<file path="config.mk">
export PLATFORM = sky130hd
export DESIGN_NAME = asrc_ctrl
export DESIGN_NICKNAME = d
export VERILOG_FILES = /design/src/asrc_pkg.sv /design/src/asrc_ctrl.sv
export SDC_FILE = /design/constraint.sdc
export NUM_CORES = 1
export LEC_CHECK = 0
export BUFFER_PORTS_ARGS = -buffer_cell sky130_fd_sc_hd__clkbuf_2
export CAP_MARGIN = 20
export CORE_MARGIN = 2
export CORE_UTILIZATION = 52
export CTS_CLUSTER_SIZE = 16
export DETAILED_ROUTE_END_ITERATION = 6
export PLACE_DENSITY = 0.84
export SETUP_SLACK_MARGIN = 0.2
export SLEW_MARGIN = 0
export SYNTH_ARGS = -nofsm -noshare
export SYNTH_HDL_FRONTEND = slang
export SYNTH_SLANG_ARGS = --single-unit
</file>
<file path="constraint.sdc">
create_clock -name clock -period 2.35 [get_ports clock]
set_input_delay 0.235 -clock clock [delete_from_list [all_inputs] [get_ports clock]]
set_output_delay 0.235 -clock clock [all_outputs]
set_load 0.02 [all_outputs]
</file>
<file path="src/asrc_pkg.sv">
// package for the static ram access controller
// assumes a 100 MHz clock driving the controller
package asrc_pkg;
  localparam int ASRC_ADDR_W = 12;
  localparam int ASRC_DATA_W = 4;
  localparam int ASRC_CLK_PERIOD_NS = 10;
  // slowest-grade minimums and echo maximum, so any grade is met
  localparam int ASRC_READ_CYCLE_MIN_NS = 35;
  localparam int ASRC_WRITE_CYCLE_MIN_NS = 30;
  localparam int ASRC_SELECT_TO_WRITE_END_MIN_NS = 25;
  localparam int ASRC_ADDR_TO_WRITE_END_MIN_NS = 25;
  localparam int ASRC_STROBE_TO_ECHO_VALID_MAX_NS = 30;
  // least times round up
  localparam int ASRC_READ_CYC =
    (ASRC_READ_CYCLE_MIN_NS + ASRC_CLK_PERIOD_NS - 1) / ASRC_CLK_PERIOD_NS;
  localparam int ASRC_WSEL_CYC =
    (ASRC_SELECT_TO_WRITE_END_MIN_NS + ASRC_CLK_PERIOD_NS - 1) / ASRC_CLK_PERIOD_NS;
  localparam int ASRC_WRITE_CYC =
    (ASRC_WRITE_CYCLE_MIN_NS + ASRC_CLK_PERIOD_NS - 1) / ASRC_CLK_PERIOD_NS;
  localparam logic [3:0] ASRC_CNT_ONE = 4'h1;
  typedef enum logic [2:0] {
    ASRC_IDLE  = 3'b001,
    ASRC_READ  = 3'b010,
    ASRC_WRITE = 3'b100
  } asrc_state_e;
endpackage

</file>
<file path="src/asrc_ctrl.sv">
// host-side access controller for a clockless 4k x 4 static ram
// assumes ram pins are wired straight to the outputs, read data returns via mem_dout
// How it works
// - write strobe stays high through every read cycle.
// - select and output gate held low during a read.
// - address is loaded on the same clock edge that select falls.
// - select and write strobe asserted together to write.
// - read cycle lasts at least the read cycle time.
// - write cycle lasts at least the write cycle time.
// - select held low long enough before write end.
// - address valid long enough before write end.
`timescale 1ns/1ps
module asrc_ctrl
  import asrc_pkg::*;
#(
  parameter int READ_CYC = asrc_pkg::ASRC_READ_CYC,
  parameter int WRITE_CYC = asrc_pkg::ASRC_WRITE_CYC
) (
  input wire logic clock,
  input wire logic rst_b,
  input wire logic req_valid,
  input wire logic req_write,
  input wire logic [asrc_pkg::ASRC_ADDR_W-1:0] req_addr,
  input wire logic [asrc_pkg::ASRC_DATA_W-1:0] req_wdata,
  output logic req_ready,
  output logic [asrc_pkg::ASRC_DATA_W-1:0] rsp_rdata,
  output logic rsp_valid,
  output logic [asrc_pkg::ASRC_ADDR_W-1:0] mem_addr,
  output logic [asrc_pkg::ASRC_DATA_W-1:0] mem_din,
  output logic mem_sel_b,
  output logic mem_wstb_b,
  output logic mem_gate_b,
  input wire logic [asrc_pkg::ASRC_DATA_W-1:0] mem_dout
);
  import asrc_pkg::*;

  asrc_state_e state_ff, nxt_state;
  logic [3:0] cnt_ff, nxt_cnt;
  logic [ASRC_ADDR_W-1:0] addr_ff;
  logic [ASRC_DATA_W-1:0] din_ff, rdata_ff;
  logic sel_b_ff, wstb_b_ff, gate_b_ff, rsp_ff;
  logic [ASRC_DATA_W-1:0] dout_s1_ff, dout_s2_ff;

  wire idle_w = (state_ff == ASRC_IDLE);
  wire take_w = idle_w && req_valid;
  wire last_w = (cnt_ff == ASRC_CNT_ONE);
  wire done_rd_w = (state_ff == ASRC_READ) && last_w;
  wire done_wr_w = (state_ff == ASRC_WRITE) && last_w;

  assign req_ready = idle_w;
  assign rsp_rdata = rdata_ff;
  assign rsp_valid = rsp_ff;
  assign mem_addr = addr_ff;
  assign mem_din = din_ff;
  assign mem_sel_b = sel_b_ff;
  assign mem_wstb_b = wstb_b_ff;
  assign mem_gate_b = gate_b_ff;

  always_comb begin
    nxt_state = state_ff;
    nxt_cnt = cnt_ff;
    case (state_ff)
      ASRC_IDLE: begin
        if (req_valid) begin
          nxt_state = req_write ? ASRC_WRITE : ASRC_READ;
          nxt_cnt = req_write ? 4'(WRITE_CYC) : 4'(READ_CYC);
        end
      end
      ASRC_READ, ASRC_WRITE: begin
        nxt_cnt = cnt_ff - ASRC_CNT_ONE;
        if (last_w) begin
          nxt_state = ASRC_IDLE;
        end
      end
      default: begin
        nxt_state = ASRC_IDLE;
        nxt_cnt = '0;
      end
    endcase
  end

  always_ff @(posedge clock) begin
    dout_s1_ff <= mem_dout;
    dout_s2_ff <= dout_s1_ff;
  end

  always_ff @(posedge clock) begin
    if (!rst_b) begin
      state_ff <= ASRC_IDLE;
      cnt_ff <= 4'h0;
      addr_ff <= 12'h000;
      din_ff <= 4'h0;
      rdata_ff <= 4'h0;
      rsp_ff <= 1'b0;
      sel_b_ff <= 1'b1;
      wstb_b_ff <= 1'b1;
      gate_b_ff <= 1'b1;
    end else begin
      state_ff <= nxt_state;
      cnt_ff <= nxt_cnt;
      rsp_ff <= done_rd_w;
      if (take_w) begin
        addr_ff <= req_addr;
        din_ff <= req_wdata;
      end
      if (done_rd_w) begin
        rdata_ff <= dout_s2_ff;
      end
      // strobes fall with the address register, address steady until strobes rise
      sel_b_ff <= !(take_w || (!idle_w && !last_w));
      wstb_b_ff <= !((take_w && req_write) || ((state_ff == ASRC_WRITE) && !last_w));
      gate_b_ff <= !((take_w && !req_write) || ((state_ff == ASRC_READ) && !last_w));
    end
  end

  // read phase lasts the full count
  property p_read_low;
    @(posedge clock) disable iff (!rst_b)
      (take_w && !req_write) |=> (!mem_sel_b && !mem_gate_b && mem_wstb_b) [*4];
  endproperty
  a_read_low: assert property (p_read_low) else $error("read strobes wrong");

  property p_no_wstb_read;
    @(posedge clock) disable iff (!rst_b)
      !mem_gate_b |-> mem_wstb_b;
  endproperty
  a_no_wstb_read: assert property (p_no_wstb_read) else $error("strobe low in read");

  property p_write_both;
    @(posedge clock) disable iff (!rst_b)
      !mem_wstb_b |-> !mem_sel_b;
  endproperty
  a_write_both: assert property (p_write_both) else $error("strobe without select");

  property p_write_len;
    @(posedge clock) disable iff (!rst_b)
      (take_w && req_write) |=> (!mem_wstb_b && !mem_sel_b) [*3] ##1 (mem_wstb_b && mem_sel_b);
  endproperty
  a_write_len: assert property (p_write_len) else $error("write phase length");

  property p_addr_hold;
    @(posedge clock) disable iff (!rst_b)
      (!mem_sel_b && $past(!mem_sel_b)) |-> $stable(mem_addr);
  endproperty
  a_addr_hold: assert property (p_addr_hold) else $error("address moved");

  property p_addr_setup;
    @(posedge clock) disable iff (!rst_b)
      $fell(mem_sel_b) |-> (mem_addr == $past(req_addr));
  endproperty
  a_addr_setup: assert property (p_addr_setup) else $error("address not set");

  property p_read_gap;
    @(posedge clock) disable iff (!rst_b)
      $rose(mem_gate_b) |-> req_ready ##1 1'b1;
  endproperty
  a_read_gap: assert property (p_read_gap) else $error("read gap");

  property p_rsp;
    @(posedge clock) disable iff (!rst_b)
      (take_w && !req_write) |-> ##5 rsp_valid;
  endproperty
  a_rsp: assert property (p_rsp) else $error("no read response");

  property p_write_end;
    @(posedge clock) disable iff (!rst_b)
      $rose(mem_wstb_b) |-> (mem_sel_b && !$past(mem_sel_b));
  endproperty
  a_write_end: assert property (p_write_end) else $error("write end mismatch");

  // no new access taken for three cycles after one is taken
  property p_take_gap;
    @(posedge clock) disable iff (!rst_b)
      take_w |=> (!req_ready) [*3];
  endproperty
  a_take_gap: assert property (p_take_gap) else $error("access taken too soon");

  // write data steady while the strobe is low
  property p_din_hold;
    @(posedge clock) disable iff (!rst_b)
      (!mem_wstb_b && $past(!mem_wstb_b)) |-> $stable(mem_din);
  endproperty
  a_din_hold: assert property (p_din_hold) else $error("write data moved");

  // read response is a single-cycle pulse
  property p_rsp_pulse;
    @(posedge clock) disable iff (!rst_b)
      rsp_valid |=> !rsp_valid;
  endproperty
  a_rsp_pulse: assert property (p_rsp_pulse) else $error("response too long");

  // output gate only with select
  property p_gate_sel;
    @(posedge clock) disable iff (!rst_b)
      !mem_gate_b |-> !mem_sel_b;
  endproperty
  a_gate_sel: assert property (p_gate_sel) else $error("gate without select");

  // busy while the ram is selected
  property p_sel_busy;
    @(posedge clock) disable iff (!rst_b)
      !mem_sel_b |-> !req_ready;
  endproperty
  a_sel_busy: assert property (p_sel_busy) else $error("ready during access");

  // read data holds between responses
  property p_rdata_hold;
    @(posedge clock) disable iff (!rst_b)
      !rsp_valid |-> $stable(rsp_rdata);
  endproperty
  a_rdata_hold: assert property (p_rdata_hold) else $error("read data moved");

  // address moves only as a new access starts
  property p_addr_move;
    @(posedge clock) disable iff (!rst_b)
      $changed(mem_addr) |-> $fell(mem_sel_b);
  endproperty
  a_addr_move: assert property (p_addr_move) else $error("address moved outside start");

  c_read: cover property (@(posedge clock) take_w && !req_write);
  c_write: cover property (@(posedge clock) take_w && req_write);
  c_rsp: cover property (@(posedge clock) rsp_valid);
  c_b2b: cover property (@(posedge clock) done_wr_w ##1 take_w);
  c_wr_after_rd: cover property (@(posedge clock) done_rd_w ##1 (take_w && req_write));
endmodule // asrc_ctrl

</file>
==> impl_metrics.tcl <==
set metrics [dict create \
    synth_fp_nets 179 \
    ant_nets 0 \
    num_vias 1230 \
    start_kind "register" \
    worstPathRequired_ns 2.12 \
    grt_pass1_wl_mm 4.62 \
    dp.cells 224 \
    synth_enable_flop_cells 0 \
    drive_gt1_share_pct 32.2 \
    synth_adder_area_share_pct 1.70 \
    hold_class "in2reg" \
    end_kind "primary output" \
    clk_pin_slew_ns 0.11 \
    gr-usage-all-layers_pct 18.4 \
    p_leak_nw 0.800 \
    slew_headroom_pct 64.7 \
    synthFlopType "dfxtp_1" \
    crit_buf_inv 2 \
    final_cell_mix "48 x clkbuf_2, 39 x dfxtp_1, 36 x nand2_1" \
    first_global_vias 1123 \
    synth-compound-area-share_pct 17.5 \
    wl_per_cell_microns 12.0 \
    max_stage_delay_ns 0.57 \
    path_max_fanout 15 \
    gp_congestion 0.713 \
    netlist_instances 153 \
    syn_area_per_cell_sq_um 9.63 \
    pwr-share-clk_pct 32.6 \
    cts_resized 0 \
    async_reset_ff_share_pct 0 \
    p_per_area_mw_per_mm2 780 \
    core-area_sq_mm 0.00273 \
    drc_errors 0 \
    first_iter_violations 28 \
    nets 230 \
    clock_latency_ns 0.34 \
    cts_buffers 5 \
    setup_tns_ns 0 \
    whs_ns 0.102 \
    io_pins 49 \
    die_h_microns 57.2 \
    final_util_pct 67.3 \
    path_class "reg2out" \
    drv_cap 0 \
    synthSimpleGateAreaFrac_pct 22.3 \
    place_ws_ns 0.775 \
    rsz0062_at_grt "no" \
    synth_top_family_by_area "simple AND/OR/NAND/NOR gates" \
    seq_area_frac_synth_pct 53.0 \
    ys_ff_latch 39 \
    netlist_area_sq_mm 0.00147 \
    instances_no_fill 236 \
    hold_viol_final 0 \
    diodes 0 \
    setup_violations 0 \
    synth_warnings 0 \
    seq_power_share_pct 51.4 \
    fmaxAchievable_mhz 512 \
    p_sw_w 0.000382 \
    skew_ns 0.00790 \
    tritoncts "built" \
    combPwrFrac_pct 16.0 \
    chipWidth_microns 57.2 \
    grt_max_degree 34 \
    cts_root_buf "clkbuf_4" \
    synth-xor-area-share_pct 0.594 \
    crit_family "flip-flops" \
    synthMuxAreaShare_pct 0.679 \
    period_minus_slack_ns 1.95 \
    ir_drop_mv 0.584 \
    start_util_pct 53.9 \
    worst_slack_ns 0.398 \
    tightestPinTransition_ns 0.528 \
    drv_slew 0 \
    htreeDepth 2 \
    io_buffers 48 \
    wirelength_mm 2.84 \
    synth_cell_types 39 \
    die_area_sq_mm 0.00328 \
    grt.overflow.total 0 \
    crit_path_cell_trace "or3b_2, inv_1, clkbuf_2" \
    place_hpwl_mm 2.05 \
    syn2layout_area_growth_pct 24.8 \
    internal_power_w 0.00105 \
    p_sw_share_pct 26.6 \
    cts.repair_timing.setup_buffer_count 0 \
    finalCritPeriodShare_pct 83.1 \
    cts_sinks 39 \
    cp.arrival_ns 1.72 \
    cp_slowest_cell "dfxtp_1" \
    cts.path.max_buffers 2 \
    dr.pass1.iters 4 \
    layout_commonest_cell "clkbuf_2" \
    status "completed" \
    via_per_inst 5.21 \
    antenna_found_initial 0 \
    rows 19 \
]
Yosys cell counts (all sizes together) (2+ instances only):
master	instances	share of area [%]
or3b	3	1.8
nand2	36	9.2
nor3b	2	1.4
dfxtp	39	53
buf	5	2.1
a21boi	20	10
nand3	5	1.7
ha	2	1.7
o22ai	2	0.85
inv	4	1.0
nand3b	2	1.0
nor3	2	0.68
o21ai	5	1.7
and2	2	0.85
clkbuf	4	1.1
power by group through the flow:
stage / Clock, W / Sequential (W) / Combinational (W)
3_3_place_gp: 0 / 0.000749 / 0.000219
4_1_cts: 0.000479 / 0.000737 / 0.000231
2_1_floorplan: 0 / 0.000775 / 0.000133
3_5_place_dp: 0 / 0.000753 / 0.000226
6_report: 0.000468 / 0.000737 / 0.000229
5_1_grt: 0.000508 / 0.000744 / 0.000255
layer usage:
metal,vias to the layer above,wire length [microns],GRT usage (%)
li1,627,-,-
met3,8,158,6.58
met1,563,1170,20.5
met4,0,62,8.97
met2,32,1450,31.0
met5,-,0,0
metrics by stage:
stage	area, sq um	total power, W
finish	1840	0.00143
global placement	1710	0.000968
CTS	1840	0.00145
global route	1840	0.00151
detailed placement	1710	0.000978
floorplan	1470	0.000908
tightest hold or removal path: stages:
cell and delay [ns]:
clkbuf_2 0.08, nand2_1 0.04, a21boi_1 0.05
path summary, 6_finish.rpt:
check                                               from                         to  slack (ns)  cells past startpoint
worst min register to register     dout_s1_ff[1]$_DFF_P_      dout_s2_ff[1]$_DFF_P_        0.34                      0
worst max-delay path            state_ff[0]$_SDFFE_PN1P_                  req_ready        0.40                      3
worst max register to register  state_ff[0]$_SDFFE_PN1P_     cnt_ff[1]$_SDFFE_PN0P_        0.77                      2
worst min-delay path                        req_addr[10]  mem_addr[10]$_SDFFE_PN0N_        0.10                      3
repair_timing:
| item | CTS | global route |
|---|---|---|
| setup endpoints to repair | 0 | 0 |
| hold buffers | 4 | 0 |
| endpoints found under the hold margin | 4 | 0 |
cells by family (layout without fill, tap and decap cells):
family,Yosys count,after routing
xor gates and xnor gates,1,1
adders and majority gates,2,2
muxes,1,1
buffers and inverters,13,65
DFF,39,39
AOI/OAI and AO/OA,35,35
and+or+nand+nor,62,62
final cells by class:
class	instances	area (sq um)
fillers	231	895
flip-flops and latches	39	781
multi-input cells	101	631
repair buffers	53	288
clock buffers	6	51.3
well taps	31	38.8
clock inverters	2	35.0
inverters	4	15.0
sequential cells by signal, indices dropped and copies added, names as in the netlist:
| register | flops |
|---|---|
| dout_s2_ff | 4 |
| rsp_valid | 1 |
| state_ff | 3 |
| cnt_ff | 4 |
| dout_s1_ff | 4 |
| mem_addr | 12 |
| rsp_rdata | 4 |
| mem_sel_b | 1 |
| mem_wstb_b | 1 |
| mem_gate_b | 1 |
| mem_din | 4 |
Note: power is estimated with default switching activity, not from simulation.
